$ cat src/logic/srx_pkg.sv
package srx_pkg;

    // Serial bits per received code group; the recovered clock is this
    // many serial bit times long.
    localparam int unsigned SRX_GROUP_BITS   = 20;
    localparam int unsigned SRX_HALF_GROUP   = 10;
    localparam int unsigned SRX_DATA_BITS    = 16;

    // Power-on reset length, in microseconds, and its cycle count.
    localparam int unsigned SRX_CLK_MHZ      = 40;
    localparam int unsigned SRX_POR_US       = 10;
    localparam int unsigned SRX_POR_CYCLES   = SRX_POR_US * SRX_CLK_MHZ;

    // Preemphasis levels in percent.
    localparam logic [4:0]  SRX_PRE_LOW_PCT  = 5'h05;
    localparam logic [4:0]  SRX_PRE_HIGH_PCT = 5'h14;

    // Comma-bearing K28 code group, running disparity negative and positive.
    localparam logic [9:0]  SRX_K28_5_NEG    = 10'h0fa;
    localparam logic [9:0]  SRX_K28_5_POS    = 10'h305;

    // Interrupt status and mask bit positions.
    localparam int unsigned SRX_EV_LOS       = 0;
    localparam int unsigned SRX_EV_PRBS_FAIL = 1;
    localparam int unsigned SRX_EV_CODE_ERR  = 2;
    localparam int unsigned SRX_EV_WIDTH     = 3;

    // Register offsets on the local control port, and the mask register reset value.
    localparam logic [3:0]  SRX_REG_STATUS   = 4'h0;
    localparam logic [3:0]  SRX_REG_MASK     = 4'h4;
    localparam logic [3:0]  SRX_REG_MODE     = 4'h8;
    localparam logic [3:0]  SRX_REG_COUNT    = 4'hc;
    localparam logic [2:0]  SRX_MASK_RESET   = 3'h0;

    typedef enum logic [1:0] {
        SRX_ST_DOWN,
        SRX_ST_POR,
        SRX_ST_RUN
    } srx_state_type;

endpackage

$ cat src/logic/srx_dec8b10b.sv
`timescale 1ns/100ps
`default_nettype none
// One 10-bit to 8-bit decoder with running disparity not tracked; the
// six/four sub-block tables cover every valid code group except D.31, which sets err_o.
module srx_dec8b10b (
    input  wire logic [9:0] code_i,
    output logic      [7:0] byte_o,
    output logic            k_o,
    output logic            err_o
);
    logic [4:0] lo5;
    logic [2:0] hi3;
    logic       bad6;
    logic       bad4;

    always_comb begin
        lo5  = 5'h00;
        bad6 = 1'b0;
        case (code_i[9:4])
            6'h27, 6'h18: lo5 = 5'h00;
            6'h1d, 6'h22: lo5 = 5'h01;
            6'h2d, 6'h12: lo5 = 5'h02;
            6'h31:        lo5 = 5'h03;
            6'h35, 6'h0a: lo5 = 5'h04;
            6'h29:        lo5 = 5'h05;
            6'h19:        lo5 = 5'h06;
            6'h38, 6'h07: lo5 = 5'h07;
            6'h39, 6'h06: lo5 = 5'h08;
            6'h25:        lo5 = 5'h09;
            6'h15:        lo5 = 5'h0a;
            6'h34:        lo5 = 5'h0b;
            6'h0d:        lo5 = 5'h0c;
            6'h2c:        lo5 = 5'h0d;
            6'h1c:        lo5 = 5'h0e;
            6'h17, 6'h28: lo5 = 5'h0f;
            6'h1b, 6'h24: lo5 = 5'h10;
            6'h23:        lo5 = 5'h11;
            6'h13:        lo5 = 5'h12;
            6'h32:        lo5 = 5'h13;
            6'h0b:        lo5 = 5'h14;
            6'h2a:        lo5 = 5'h15;
            6'h1a:        lo5 = 5'h16;
            6'h3a, 6'h05: lo5 = 5'h17;
            6'h33, 6'h0c: lo5 = 5'h18;
            6'h26:        lo5 = 5'h19;
            6'h16:        lo5 = 5'h1a;
            6'h36, 6'h09: lo5 = 5'h1b;
            6'h0e:        lo5 = 5'h1c;
            6'h0f, 6'h30: lo5 = 5'h1c;
            6'h2e, 6'h11: lo5 = 5'h1d;
            6'h1e, 6'h21: lo5 = 5'h1e;
            default:      bad6 = 1'b1;
        endcase
    end

    always_comb begin
        hi3  = 3'h0;
        bad4 = 1'b0;
        case (code_i[3:0])
            4'hb, 4'h4:           hi3 = 3'h0;
            4'h9:                 hi3 = 3'h1;
            4'h5:                 hi3 = 3'h2;
            4'hc, 4'h3:           hi3 = 3'h3;
            4'hd, 4'h2:           hi3 = 3'h4;
            4'ha:                 hi3 = 3'h5;
            4'h6:                 hi3 = 3'h6;
            4'he, 4'h1, 4'h7,
            4'h8:                 hi3 = 3'h7;
            default:              bad4 = 1'b1;
        endcase
    end

    // K codes are K28.x (abcdei = 001111 or 110000) and K23/27/29/30.7
    // whose six-bit half is followed by the alternate 0111/1000 form.
    assign k_o    = (code_i[9:4] == 6'h0f) || (code_i[9:4] == 6'h30) ||
                    (((code_i[3:0] == 4'h7) || (code_i[3:0] == 4'h8)) &&
                     ((lo5 == 5'h17) || (lo5 == 5'h1b) ||
                      (lo5 == 5'h1d) || (lo5 == 5'h1e)));
    assign byte_o = {hi3, lo5};
    assign err_o  = bad6 | bad4;

endmodule
`default_nettype wire

$ cat src/logic/srx_ctrl.sv
`timescale 1ns/100ps
`default_nettype none
// Functional notes
// - Enable low keeps device powered down; only signal detect stays alive.
// - Enable rising from power-down passes through power-on reset first.
// - Lock-to-reference low locks receive clock to transmit reference.
// - Lock-to-reference low tri-states receive data, recovered clock, K flags.
// - Lock-to-reference high locks recovery to incoming serial data.
// - Loopback high routes own transmit serial data into receiver.
// - During loopback both serial transmit outputs are high impedance.
// - Preemphasis 5% when select low, 20% when high.
// - PRBS enable puts PRBS pass status on low-byte K flag.
// - Low-byte K flag high for K character on bits 0-7, else low.
// - High-byte K flag high for K character on bits 8-15, else low.
// - Loss of signal forces all receive data and both K flags high.
// - Recovered clock is serial bit rate over 20; outputs synchronous.
// - Recovered clock held low throughout power-on reset.
// - Each 20-bit code group decodes 8b/10b into 16 data bits.
// - Receive data valid at recovered clock rising edge.
// - Receive data outputs high impedance during power-on reset.
module srx_ctrl
    import srx_pkg::*;
#(
    parameter int unsigned POR_CYCLES = SRX_POR_CYCLES
) (
    input  wire logic        clk_sys_i,
    input  wire logic        rst_i,
    input  wire logic        device_enable_i,
    input  wire logic        lock_to_reference_n_i,
    input  wire logic        loopback_enable_i,
    input  wire logic        preemphasis_high_i,
    input  wire logic        prbs_test_enable_i,
    input  wire logic        serial_bit_i,
    input  wire logic        tx_serial_bit_i,
    input  wire logic        signal_detect_i,
    input  wire logic [3:0]  reg_addr_i,
    input  wire logic [31:0] reg_wdata_i,
    input  wire logic        reg_wr_i,
    input  wire logic        reg_rd_i,
    output logic      [31:0] reg_rdata_o,
    output logic             irq_o,
    output logic      [15:0] rx_data_o,
    output logic             rx_data_oe_o,
    output logic             rx_k_flag_low_byte_o,
    output logic             rx_k_flag_high_byte_o,
    output logic             rx_flags_oe_o,
    output logic             recovered_clock_o,
    output logic             recovered_clock_oe_o,
    output logic             serial_out_o,
    output logic             serial_out_oe_o,
    output logic      [4:0]  preemphasis_pct_o,
    output logic             rx_powered_o,
    output logic             rx_ref_locked_o
);
    srx_state_type state_r;
    logic [$clog2(POR_CYCLES+1)-1:0] por_cnt_r;
    logic [19:0] shift_r;
    logic [4:0]  bit_cnt_r;
    logic        aligned_r;
    logic        group_tick;
    logic        word_load;
    logic        rx_bit;
    logic [19:0] group;
    logic [7:0]  byte_lo;
    logic [7:0]  byte_hi;
    logic        k_lo;
    logic        k_hi;
    logic        err_lo;
    logic        err_hi;
    logic [15:0] data_r;
    logic        k_lo_r;
    logic        k_hi_r;
    logic        rclk_r;
    logic [6:0]  lfsr_r;
    logic        prbs_ok_r;
    logic        prbs_miss_r;
    logic        prbs_bad;
    logic [SRX_EV_WIDTH-1:0] status_r;
    logic [SRX_EV_WIDTH-1:0] mask_r;
    logic [SRX_EV_WIDTH-1:0] events;
    logic [15:0] err_cnt_r;
    logic        running;
    logic        los;

    assign running = (state_r == SRX_ST_RUN);
    assign los     = !signal_detect_i;

    // Signal detect stays live in power-down so software sees it.
    always_ff @(posedge clk_sys_i or posedge rst_i) begin
        if (rst_i) begin
            state_r   <= SRX_ST_DOWN;
            por_cnt_r <= '0;
        end else begin
            case (state_r)
                SRX_ST_DOWN: begin
                    por_cnt_r <= '0;
                    if (device_enable_i) begin
                        state_r <= SRX_ST_POR;
                    end
                end
                SRX_ST_POR: begin
                    if (!device_enable_i) begin
                        state_r <= SRX_ST_DOWN;
                    end else if (por_cnt_r == POR_CYCLES[$bits(por_cnt_r)-1:0]
                                 - 1'b1) begin
                        state_r <= SRX_ST_RUN;
                    end else begin
                        por_cnt_r <= por_cnt_r + 1'b1;
                    end
                end
                default: begin
                    if (!device_enable_i) begin
                        state_r <= SRX_ST_DOWN;
                    end
                end
            endcase
        end
    end

    // Lock-to-reference makes the group counter free-run on the system
    // (reference) clock rather than realigning on commas from the line.
    assign rx_bit     = loopback_enable_i ? tx_serial_bit_i
                                          : serial_bit_i;
    assign group      = {shift_r[18:0], rx_bit};
    assign group_tick = running &&
                        (bit_cnt_r == 5'(SRX_GROUP_BITS - 1));
    // A realignment that lands before mid-group leaves the recovered clock
    // low at the next boundary; that group is dropped rather than letting
    // the word change without a clock edge.
    assign word_load  = group_tick && rclk_r;

    always_ff @(posedge clk_sys_i or posedge rst_i) begin
        if (rst_i) begin
            shift_r   <= '0;
            bit_cnt_r <= '0;
            aligned_r <= 1'b0;
        end else if (!running) begin
            bit_cnt_r <= '0;
            aligned_r <= 1'b0;
        end else begin
            shift_r <= group;
            if (lock_to_reference_n_i && !aligned_r &&
                ((group[9:0] == SRX_K28_5_NEG) ||
                 (group[9:0] == SRX_K28_5_POS))) begin
                bit_cnt_r <= 5'(SRX_HALF_GROUP);
                aligned_r <= 1'b1;
            end else if (group_tick) begin
                bit_cnt_r <= '0;
            end else begin
                bit_cnt_r <= bit_cnt_r + 1'b1;
            end
        end
    end

    srx_dec8b10b u_dec_lo (
        .code_i (group[19:10]),
        .byte_o (byte_lo),
        .k_o    (k_lo),
        .err_o  (err_lo)
    );

    srx_dec8b10b u_dec_hi (
        .code_i (group[9:0]),
        .byte_o (byte_hi),
        .k_o    (k_hi),
        .err_o  (err_hi)
    );

    // Data and flags load together at the group boundary, half a
    // recovered-clock period before its rising edge.
    always_ff @(posedge clk_sys_i or posedge rst_i) begin
        if (rst_i) begin
            data_r <= '0;
            k_lo_r <= 1'b0;
            k_hi_r <= 1'b0;
        end else if (word_load) begin
            if (los) begin
                data_r <= 16'hffff;
                k_lo_r <= 1'b1;
                k_hi_r <= 1'b1;
            end else begin
                data_r <= {byte_hi, byte_lo};
                k_lo_r <= prbs_test_enable_i ? prbs_ok_r : k_lo;
                k_hi_r <= k_hi;
            end
        end
    end

    // Recovered clock: low first half of the group, high second half.
    always_ff @(posedge clk_sys_i or posedge rst_i) begin
        if (rst_i) begin
            rclk_r <= 1'b0;
        end else if (!running) begin
            rclk_r <= 1'b0;
        end else if (group_tick) begin
            rclk_r <= 1'b0;
        end else if (bit_cnt_r == 5'(SRX_HALF_GROUP - 1)) begin
            rclk_r <= 1'b1;
        end
    end

    // PRBS-7 self-synchronising checker; pass means a full group with no
    // mismatch, which trades fast fail reporting for a stable flag.
    assign prbs_bad = (rx_bit != (lfsr_r[6] ^ lfsr_r[5]));

    always_ff @(posedge clk_sys_i or posedge rst_i) begin
        if (rst_i) begin
            lfsr_r      <= '0;
            prbs_ok_r   <= 1'b0;
            prbs_miss_r <= 1'b0;
        end else if (running && prbs_test_enable_i) begin
            lfsr_r <= {lfsr_r[5:0], rx_bit};
            if (group_tick) begin
                prbs_ok_r   <= !prbs_miss_r && !prbs_bad && (|lfsr_r);
                prbs_miss_r <= 1'b0;
            end else if (prbs_bad) begin
                prbs_miss_r <= 1'b1;
            end
        end else begin
            prbs_ok_r   <= 1'b0;
            prbs_miss_r <= 1'b0;
        end
    end

    assign events[SRX_EV_LOS]       = running && los && group_tick;
    assign events[SRX_EV_PRBS_FAIL] = group_tick && prbs_test_enable_i &&
                                      !prbs_ok_r;
    assign events[SRX_EV_CODE_ERR]  = group_tick && !los && !prbs_test_enable_i
                                      && (err_lo || err_hi);

    // Set wins over a clearing read in the same cycle.
    always_ff @(posedge clk_sys_i or posedge rst_i) begin
        if (rst_i) begin
            status_r <= '0;
        end else if (reg_rd_i && reg_addr_i == SRX_REG_STATUS) begin
            status_r <= events;
        end else begin
            status_r <= status_r | events;
        end
    end

    // A clearing write beats a code error in the same cycle; the counter
    // saturates rather than wrapping so a flood of errors stays visible.
    always_ff @(posedge clk_sys_i or posedge rst_i) begin
        if (rst_i) begin
            mask_r    <= SRX_MASK_RESET;
            err_cnt_r <= '0;
        end else begin
            if (reg_wr_i && reg_addr_i == SRX_REG_MASK) begin
                mask_r <= reg_wdata_i[SRX_EV_WIDTH-1:0];
            end
            if (reg_wr_i && reg_addr_i == SRX_REG_COUNT) begin
                err_cnt_r <= '0;
            end else if (events[SRX_EV_CODE_ERR] && err_cnt_r != 16'hffff) begin
                err_cnt_r <= err_cnt_r + 1'b1;
            end
        end
    end

    always_ff @(posedge clk_sys_i or posedge rst_i) begin
        if (rst_i) begin
            reg_rdata_o <= '0;
        end else if (!reg_rd_i) begin
            reg_rdata_o <= '0;
        end else if (reg_addr_i == SRX_REG_STATUS) begin
            reg_rdata_o <= {29'h0, status_r};
        end else if (reg_addr_i == SRX_REG_MASK) begin
            reg_rdata_o <= {29'h0, mask_r};
        end else if (reg_addr_i == SRX_REG_MODE) begin
            reg_rdata_o <= {24'h0, signal_detect_i, aligned_r,
                            prbs_test_enable_i, preemphasis_high_i,
                            loopback_enable_i, lock_to_reference_n_i,
                            state_r};
        end else if (reg_addr_i == SRX_REG_COUNT) begin
            reg_rdata_o <= {16'h0, err_cnt_r};
        end else begin
            reg_rdata_o <= '0;
        end
    end

    assign irq_o = |(status_r & mask_r);

    assign rx_data_o             = data_r;
    assign rx_k_flag_low_byte_o  = k_lo_r;
    assign rx_k_flag_high_byte_o = k_hi_r;
    assign rx_data_oe_o          = running && lock_to_reference_n_i;
    assign rx_flags_oe_o         = running && lock_to_reference_n_i;
    assign recovered_clock_o     = rclk_r;
    // Low during power-on reset is an active drive, not a float, unless
    // lock-to-reference is low, which floats the recovered clock.
    assign recovered_clock_oe_o  = (state_r != SRX_ST_DOWN) &&
                                   lock_to_reference_n_i;
    assign serial_out_o          = tx_serial_bit_i;
    assign serial_out_oe_o       = running && !loopback_enable_i;
    assign preemphasis_pct_o     = preemphasis_high_i ? SRX_PRE_HIGH_PCT
                                                      : SRX_PRE_LOW_PCT;
    assign rx_powered_o          = (state_r != SRX_ST_DOWN);
    assign rx_ref_locked_o       = !lock_to_reference_n_i;

endmodule
`default_nettype wire

$ cat config.mk
export PLATFORM = sky130hd
export DESIGN_NAME = srx_ctrl
export DESIGN_NICKNAME = d
export VERILOG_FILES = /design/src/logic/srx_pkg.sv /design/src/logic/srx_dec8b10b.sv /design/src/logic/srx_ctrl.sv
export SDC_FILE = /design/constraint.sdc
export NUM_CORES = 1
export LEC_CHECK = 0
export BUFFER_PORTS_ARGS = -buffer_cell sky130_fd_sc_hd__clkbuf_2
export CAP_MARGIN = 25
export CELL_PAD_IN_SITES_DETAIL_PLACEMENT = 0
export CELL_PAD_IN_SITES_GLOBAL_PLACEMENT = 1
export CORE_AREA = 3 3 124 126
export DETAILED_ROUTE_END_ITERATION = 6
export DIE_AREA = 0 0 127 129
export PLACE_DENSITY = 0.95
export SLEW_MARGIN = 0
export SYNTH_ARGS = -nofsm -noshare
export SYNTH_HDL_FRONTEND = slang
export SYNTH_HIERARCHICAL = 1
export SYNTH_SLANG_ARGS = --single-unit
export TNS_END_PERCENT = 100
$ cat constraint.sdc
create_clock -name clk_sys_i -period 6.8 [get_ports clk_sys_i]
set_input_delay 0.68 -clock clk_sys_i [delete_from_list [all_inputs] [get_ports clk_sys_i]]
set_output_delay 0.68 -clock clk_sys_i [all_outputs]
set_load 0.02 [all_outputs]
# Yosys cells after proc, flatten, opt, wreduce, memory -nomap -nowiden
# Cells that the tools add are included.
[word_totals]
wordCells = 306
out_inout_bits = 64
inputBits = 48
register_bits = 118
[op_classes]
eq_ne = 149
n_addsub = 3
mux = 43
n_reduce_logical = 90
n_bitwise = 5
[op_table]
columns = ["op", "count"]
rows = [
  ["one-hot mux 5 bit (30 select lines)", 2],
  ["equality test 6 bit (second input constant)", 46],
  ["equality test 6 x 5 -> 1 bit (second input constant)", 26],
  ["two-way mux 16 bit", 8],
  ["OR reduction 46 bit", 2],
  ["equality test 6 x 4 -> 1 bit (second input constant)", 14],
  ["equality test 4 bit (second input constant)", 16],
  ["OR reduction 2 bit", 28],
  ["equality test 5 bit (second input constant)", 9],
  ["one-hot mux 3 bit (7 select lines)", 2],
  ["equality test 4 x 3 -> 1 bit (second input constant)", 9],
  ["equality test 6 x 3 -> 1 bit (second input constant)", 6],
  ["OR reduction 14 bit", 2],
  ["logical AND 1 bit", 23],
  ["two-way mux 5 bit", 4],
  ["two-way mux 1 bit", 18],
  ["two-way mux 9 bit", 2],
  ["one-hot mux 9 bit (2 select lines)", 1],
  ["adder 16 x 1 -> 16 bit (second input constant)", 1],
  ["equality test 4 x 2 -> 1 bit (second input constant)", 4],
  ["!= test 16 bit (second input constant)", 1],
  ["logical OR 1 bit", 14],
  ["equality test 10 bit (second input constant)", 1],
  ["equality test 10 x 8 -> 1 bit (second input constant)", 1],
  ["other kinds (28)", 50],
]

# Depth between registers and ports, before layout
# Gate-level depths: netlist (run 1).
[logic_depth]
ltp_word = 11
ltp_mapped = 11
depth_no_buf = 9

# Hierarchy
# The synthesis (run 1) kept the hierarchy.
[modules_own_cells]
columns = ["module", "seq_area_each_um2", "cells_each", "n_inst", "area_each_um2"]
rows = [
  ["srx_ctrl", 2552.4, 504, 1, 4913.5],
  ["srx_dec8b10b at u_dec_lo", 0.0, 120, 1, 805.8],
  ["srx_dec8b10b at u_dec_hi", 0.0, 122, 1, 797.0],
]

# Least setup slack after synthesis (run 1)
# Ideal clock, no wire load.
[synth_path]
path_kind = "input -> register"
startpoint = "in loopback_enable_i"
endpoint = "reg err_cnt_r[5]"
required_time_ns = 6.722
path_buffers = 1
cell_stages = 10
slack_ns = 4.258
t_arrival_ns = 2.464
setup_ns = 0.078
path_cell_list = "mux2i_1 -> inv_1 -> nor2_1 -> nand2_1 -> nand3_1 -> a211o_1 -> o2111ai_4 -> buf_6 -> or4_1 -> a21oi_1"
[synth_between]
elab_chain_len = 9
elab_cells_between_ends = 22
cone_classes = "14 x eq/ne; 2 x mux; 1 x bitwise; 5 x reduce/logical"
[synth_lines]
columns = ["item", "line_no", "rtl"]
rows = [
  ["start: declaration", "srx_ctrl.sv:30", "input wire logic loopback_enable_i,"],
  ["two-way mux 1 bit (*)", "srx_ctrl.sv:122", "assign rx_bit = loopback_enable_i ? tx_serial_bit_i"],
  ["net rx_bit", "srx_ctrl.sv:62", "logic rx_bit;"],
  ["equality test 4 bit (tied with other cells)", "srx_dec8b10b.sv:59", "case (code_i[3:0])"],
  ["OR reduction 14 bit (no line) (*)", "-", ""],
  ["two-way mux 1 bit (*)", "srx_dec8b10b.sv:59", ""],
  ["bitwise OR 1 bit (*)", "srx_dec8b10b.sv:80", "assign err_o = bad6 | bad4;"],
  ["net err_hi", "srx_ctrl.sv:69", "logic err_hi;"],
  ["logical OR 1 bit (*)", "srx_ctrl.sv:229", "&& (err_lo || err_hi);"],
  ["logical AND 1 bit (*)", "srx_ctrl.sv:229", ""],
  ["logical AND 1 bit (*)", "srx_ctrl.sv:254", "end else if (events[SRX_EV_CODE_ERR] && err_cnt_r != 16'hffff) begin"],
  ["nonzero test 2 bit (no line) (*)", "-", ""],
  ["end signal: assignment", "srx_ctrl.sv:255", "err_cnt_r <= err_cnt_r + 1'b1;"],
  ["end: declaration", "srx_ctrl.sv:81", "logic [15:0] err_cnt_r;"],
]
# The timed path passes the listed nets; every way through them passes the cells marked *.
# A chain may end at the register's enable or synchronous reset.

# Worst setup path after layout (run 1)
[layout_path]
startpoint = "reg shift_r[16]"
endpoint = "reg err_cnt_r[9]"
[layout_between]
elab_chain_len = 8
elab_cells_between_ends = 53
cone_classes = "46 x eq/ne; 1 x mux; 1 x bitwise; 5 x reduce/logical"
[layout_lines]
columns = ["item", "line_no", "rtl"]
rows = [
  ["start: declaration", "srx_ctrl.sv:57", "logic [19:0] shift_r;"],
  ["start signal: assignment", "srx_ctrl.sv:141", "shift_r <= group;"],
  ["equality test 6 bit (tied with other cells)", "srx_dec8b10b.sv:19", "case (code_i[9:4])"],
  ["OR reduction 46 bit (no line) (*)", "-", ""],
  ["two-way mux 1 bit (*)", "srx_dec8b10b.sv:19", ""],
  ["bitwise OR 1 bit (*)", "srx_dec8b10b.sv:80", ""],
  ["net err_lo", "srx_ctrl.sv:68", "logic err_lo;"],
  ["logical OR 1 bit (*)", "srx_ctrl.sv:229", ""],
  ["logical AND 1 bit (*)", "srx_ctrl.sv:229", ""],
  ["logical AND 1 bit (*)", "srx_ctrl.sv:254", ""],
  ["nonzero test 2 bit (no line) (*)", "-", ""],
]
# Marked as above.

==> results of run 1 <==
==> per-stage QoR <==
step / cell area (µm²) / hold slack, ns / power, mW / instances
floorplan: 6580 / 0.447 / 0.709 / 763
global route: 6970 / 0.398 / 1.27 / 951
global placement: 6650 / 0.489 / 0.726 / 934
CTS: 6940 / 0.362 / 1.24 / 950
detailed placement: 6650 / 0.498 / 0.727 / 934
finish: 6970 / 0.356 / 1.22 / 951
==> final cells by class <==
class | count | area [µm²]
timing repair buffer | 66 | 358
clock buffer | 10 | 239
inverter | 38 | 145
multi-input combinational | 545 | 3390
sequential | 102 | 2550
clock inverter | 6 | 52.6
tap | 184 | 230
fill | 1390 | 7460
==> per-layer routing <==
layer  global-route usage (%)  part of all wire [%]
met1                     23.9                    48
met4                     4.73                   1.0
met3                     2.62                   4.0
met2                     28.3                    47
met5                        0                     0
==> registers in the layout, summed over array words and instances, names as in the netlist <==
signal / flops
aligned_r: 1
err_cnt_r: 16
prbs_ok_r: 1
recovered_clock_o: 1
por_cnt_r: 9
status_r: 3
state_r: 2
rx_data_o: 16
mask_r: 3
rx_k_flag_high_byte_o: 1
rx_k_flag_low_byte_o: 1
shift_r: 19
bit_cnt_r: 5
lfsr_r: 7
reg_rdata_o: 16
prbs_miss_r: 1
==> synth_stat cells (17+ instances only) <==
library cell / count / area, µm²
a21oi_1: 38 / 190
a31oi_1: 18 / 113
and2_1: 17 / 106
buf_4: 30 / 225
clkbuf_1: 22 / 82.6
dfrtp_1: 102 / 2550
inv_1: 37 / 139
mux2i_1: 21 / 210
nand2_1: 101 / 379
nand2b_1: 17 / 106
nand3_1: 18 / 90.1
nor2_1: 52 / 195
o21ai_0: 21 / 105
==> report_power, final <==
part	internal [mW]	leakage, nW	total, mW	switching (mW)
Sequential	0.616	1.31	0.629	0.0127
Clock	0.265	0.143	0.510	0.245
Combinational	0.0274	1.60	0.0850	0.0576
==> kinds of logic (layout without fill, tap and decap cells) <==
family	after synthesis	in the layout	share of synthesized area (%)
other	2	19	0.115
adders and majority gates	7	7	1.25
muxes	34	34	5.47
buffers and inverters	116	120	9.79
and+or+nand+nor	301	301	23.9
AOI/OAI and AO/OA	168	168	18.0
DFF	102	102	39.2
xor gates and xnor gates	16	16	2.27
==> cell usage in the layout, fill, tap and decap left out, types with 17 or more instances in the layout <==
master / Yosys / routed
a21oi_1: 38 / 38
inv_1: 37 / 36
dfrtp_1: 102 / 102
nand3_1: 18 / 18
o21ai_0: 21 / 21
nand2_1: 101 / 101
and2_1: 17 / 17
nand2b_1: 17 / 17
clkbuf_2: 0 / 63
conb_1: 2 / 19
a31oi_1: 18 / 18
mux2i_1: 21 / 21
nor2_1: 52 / 52
==> critical path, stage by stage, from the launching register on <==
cell and delay [ns]:
dfrtp_1 0.94, inv_1 0.28, maj3_1 0.41, a2bb2oi_1 0.14, nand3_1 0.19, o2111ai_4 0.30, or4_1 0.58, a21oi_1 0.15
==> worst min path at each step <==
| stage | depth (start not counted) | end | slack (ns) | from |
|---|---|---|---|---|
| final | 2 | reg_rdata_o[8] | 0.36 | rst_i |
| after global routing | 2 | reg_rdata_o[8] | 0.40 | rst_i |
| after CTS | 2 | reg_rdata_o[8] | 0.36 | rst_i |
| after detailed placement | 1 | recovered_clock_o | 0.50 | recovered_clock_o |
| after global placement | 1 | recovered_clock_o | 0.49 | recovered_clock_o |
| after floorplan | 2 | shift_r[18] | 0.45 | shift_r[18] |
==> impl_metrics.toml, run 1 <==
[worst_setup_path]
crit_end = "err_cnt_r[9]"
startpoint_type = "register"
r2r_cells = 7
critPathKind = "reg -> reg"
ff2ff_setup_slack_ns = 3.73
required_ns = 7.07
cp_max_fo = 28
worstReg2RegStart = "shift_r[16]"
critPathArrivalTime_ns = 3.35
r2r-end = "err_cnt_r[9]"
endpoint_kind = "register"
startpoint = "shift_r[16]"

[routing]
detail_route.iter0.violations = 462
drt_wl_total_um = 14100
vias = 5329
dr.pass1.iters = 5
drcViolationCount = 0
vias_per_cell = 5.60
final_antenna_net_count = 0
wire_per_inst_um = 14.9

[timing]
slew_headroom_pct = 32.6
final-setup-viol-count = 0
fmax_mhz = 325
fin_crit_sh_pct = 45.2
finClkSkew_ns = 0.00757
finalHoldViolations = 0
setup_slack_ns = 3.73
tns_ns = 0
worstMarginPinSlew_ns = 1.01
period_needed_ns = 3.07
rsz0062_at_grt = "no"
drv_slew = 0

[clock_network]
htree_levels = 3
postCtsSetupRepairBufs = 0
clock_latency_ns = 0.35
clk_pin_slew_ns = 0.07
cts_resized = 0
numCtsBuffers = 9
clkSinkCount = 102
ctsLongestPathBuffers = 2
cts_tree = "done"
cts-root-buf = "clkbuf_16"
holdBufCountCts = 0

[floorplan]
core_region_area_um2 = 14400
initial_core_util_pct = 45.2
die_h_um = 129
die-area_um2 = 16400
rows = 44
die_x_um = 127
design.portCount = 112

[grt]
grt_max_degree = 67
grt_pass1_wl_um = 23600
grt_overflow = 0
antenna_found_initial = 0
grt.total_usage_pct = 17.2
grt_pass1_vias = 4801

[layout]
syn_to_final_growth_pct = 6.91
fin_nets = 814
utilization_pct = 48.3
drive_above_1_share_pct = 14.9
antennaDiodeCount = 0

[synth]
ys_seq_elements = 102
synthFlopType = "dfrtp_1"
ys_seq_area_share_pct = 39.2
avgSynthCellArea_um2 = 8.73
yosysWarnings = 6
syn_inst = 746
synth-async-reset-ratio_pct = 100
synth_cell_type_count = 80
synth-edff-count = 0
synthesis.area_um2 = 6520

[placement]
dp_hpwl_um = 9350
gp_congestion = 0.812
place_ws_ns = 3.50
portBuffers = 63

[run]
maxCapViolCount = 0

[power_and_ir_drop]
p_leak_nw = 3.06
irDropWorstVdd_uv = 121
powerDensity_nw_per_um2 = 176

[outcome]
status = "complete, no violations"

[worst_hold_path]
hp-class = "in -> async"
No activity file was read; power rests on OpenSTA's default activity.
==> inputs of run 2 (changes only) <==
--- a/config.mk
+++ b/config.mk
@@ -9,10 +9,10 @@
 export CAP_MARGIN = 25
 export CELL_PAD_IN_SITES_DETAIL_PLACEMENT = 0
 export CELL_PAD_IN_SITES_GLOBAL_PLACEMENT = 1
-export CORE_AREA = 3 3 124 126
+export CORE_AREA = 3 3 128 130
 export DETAILED_ROUTE_END_ITERATION = 6
-export DIE_AREA = 0 0 127 129
-export PLACE_DENSITY = 0.95
+export DIE_AREA = 0 0 131 133
+export PLACE_DENSITY = 0.91
 export SLEW_MARGIN = 0
 export SYNTH_ARGS = -nofsm -noshare
 export SYNTH_HDL_FRONTEND = slang
==> constraint.sdc (replaced) <==
create_clock -name clk_sys_i -period 3.05 [get_ports clk_sys_i]
set_input_delay 0.305 -clock clk_sys_i [delete_from_list [all_inputs] [get_ports clk_sys_i]]
set_output_delay 0.305 -clock clk_sys_i [all_outputs]
set_load 0.02 [all_outputs]
==> impl_metrics.toml, run 2 (synthesized netlist as in run 1, its figures left out) <==
[floorplan]
rows = 45
initial_core_util_pct = 42.7
die_x_um = 131
design.portCount = 112
core_region_area_um2 = 15300
die_h_um = 133
die-area_um2 = 17400

[timing]
slew_headroom_pct = 46.3
fmax_mhz = 391
worstMarginPinSlew_ns = 0.799
period_needed_ns = 2.56
finClkSkew_ns = 0.0150
drv_slew = 0
final-setup-viol-count = 0
fin_crit_sh_pct = 83.8
tns_ns = 0
finalHoldViolations = 0
rsz0062_at_grt = "no"

[grt]
grt_overflow = 0
grt_max_degree = 58
antenna_found_initial = 0
grt_pass1_wl_um = 24700
grt_pass1_vias = 4920
grt.total_usage_pct = 17.2

[clock_network]
postCtsSetupRepairBufs = 0
cts-root-buf = "clkbuf_16"
htree_levels = 3
cts_tree = "done"
numCtsBuffers = 9
clock_latency_ns = 0.36
holdBufCountCts = 0
ctsLongestPathBuffers = 2
clkSinkCount = 102
cts_resized = 0
clk_pin_slew_ns = 0.07

[layout]
fin_nets = 833
fillers = 1510
regArea_um2 = 2550
final_common_cell = "dfrtp_1"
largest_reg_flops = 19
layout_common_cells = "dfrtp_1 (102), nand2_1 (101), clkbuf_2 (63)"
drive_above_1_share_pct = 16.9
layout.cells.non_filler = 997
antennaDiodeCount = 0
regMostFlops = "shift_r"
syn_to_final_growth_pct = 9.66
multi_input_area_um2 = 3390

[worst_setup_path]
endpoint_kind = "register"
required_ns = 3.33
crit_slowest_cell = "dfrtp_1"
cp_max_fo = 21
worstPathCellList = "and2_1 -> o21ai_0 -> nor3_1 -> a211o_1 -> o2111ai_4 -> or4_1 -> a21oi_1"
max_stage_delay_ns = 0.67
critPathKind = "reg -> reg"
critPathArrivalTime_ns = 2.84
startpoint_type = "register"

[placement]
dp_hpwl_um = 10100
portBuffers = 63
gp_congestion = 0.820
placed_cells = 981

[routing]
drt_wl_total_um = 14800
dr.pass1.iters = 4
vias = 5415
detail_route.iter0.violations = 416
drcViolationCount = 0
vias_per_cell = 5.43
final_antenna_net_count = 0
wire_per_inst_um = 14.8

[run]
maxCapViolCount = 0

[power_and_ir_drop]
powerDensity_nw_per_um2 = 393
irDropWorstVdd_uv = 269
p_leak_nw = 3.15

[outcome]
status = "complete, no violations"

[worst_hold_path]
hp-class = "in -> async"
run 2: changes by cell type in the layout (fill, tap and decap cells not counted):
cell       delta
buf_16        -1
buf_4        +20
bufinv_16     +1
clkbuf_8      -1
clkinv_2      -1
clkinv_8      +1
inv_6         +2
inv_8         -2
run 2: where the power goes:
part	internal [mW]	leakage (nW)	total, mW	switching, mW
clock	0.654	0.150	1.21	0.553
combinational	0.0681	1.69	0.198	0.130
sequential	1.37	1.31	1.40	0.0288
run 2: final timing paths:
check,start,slack [ns],cells past startpoint,end
min in group clk_sys_i,device_enable_i,0.17,3,state_r[0]
max,shift_r[7],0.49,7,err_cnt_r[5]
min,rst_i,0.06,2,reg_rdata_o[10]
max reg2reg,shift_r[7],0.49,7,err_cnt_r[5]
max in group asynchronous,rst_i,2.27,3,reg_rdata_o[0]
min reg2reg,prbs_miss_r,0.51,2,prbs_miss_r
run 2: area by class of cell:
type | count | area share [%]
clock buffer | 9 | 3.15
clock inverter | 7 | 1.24
inverter | 38 | 2.03
multi-input combinational | 545 | 47.4
sequential | 102 | 35.7
tap | 211 | 3.69
timing repair buffer | 85 | 6.72
run 2: per-layer routing:
metal	share of wire (%)	GRT usage, %	vias to the layer above
li1	-	-	2677
met1	48	24.5	2634
met2	47	26.4	91
met3	3.4	3.79	13
met4	1.6	4.46	0
met5	0	0	-
run 2: stage by stage:
stage / cell area (µm²) / util (%) / hold slack [ns] / power, mW / setup slack [ns]
finish: 7150 / 46.8 / 0.0590 / 2.81 / 0.493
global route: 7150 / 46.8 / 0.132 / 2.92 / 0.308
CTS: 7150 / 46.8 / 0.0969 / 2.84 / 0.497
detailed placement: 6830 / 44.8 / 0.474 / 1.63 / 0.512
global placement: 6830 / 44.8 / 0.469 / 1.63 / 0.533
floorplan: 6580 / - / 0.415 / 1.58 / 0.0695
run 2: worst max-delay path, delay by kind of cell (launching register included):
kind / cells / cell delay [ns]
AND/OR/NAND/NOR: 3 / 1.04
AO/OA/AOI/OAI: 4 / 0.77
flip-flops: 1 / 0.67
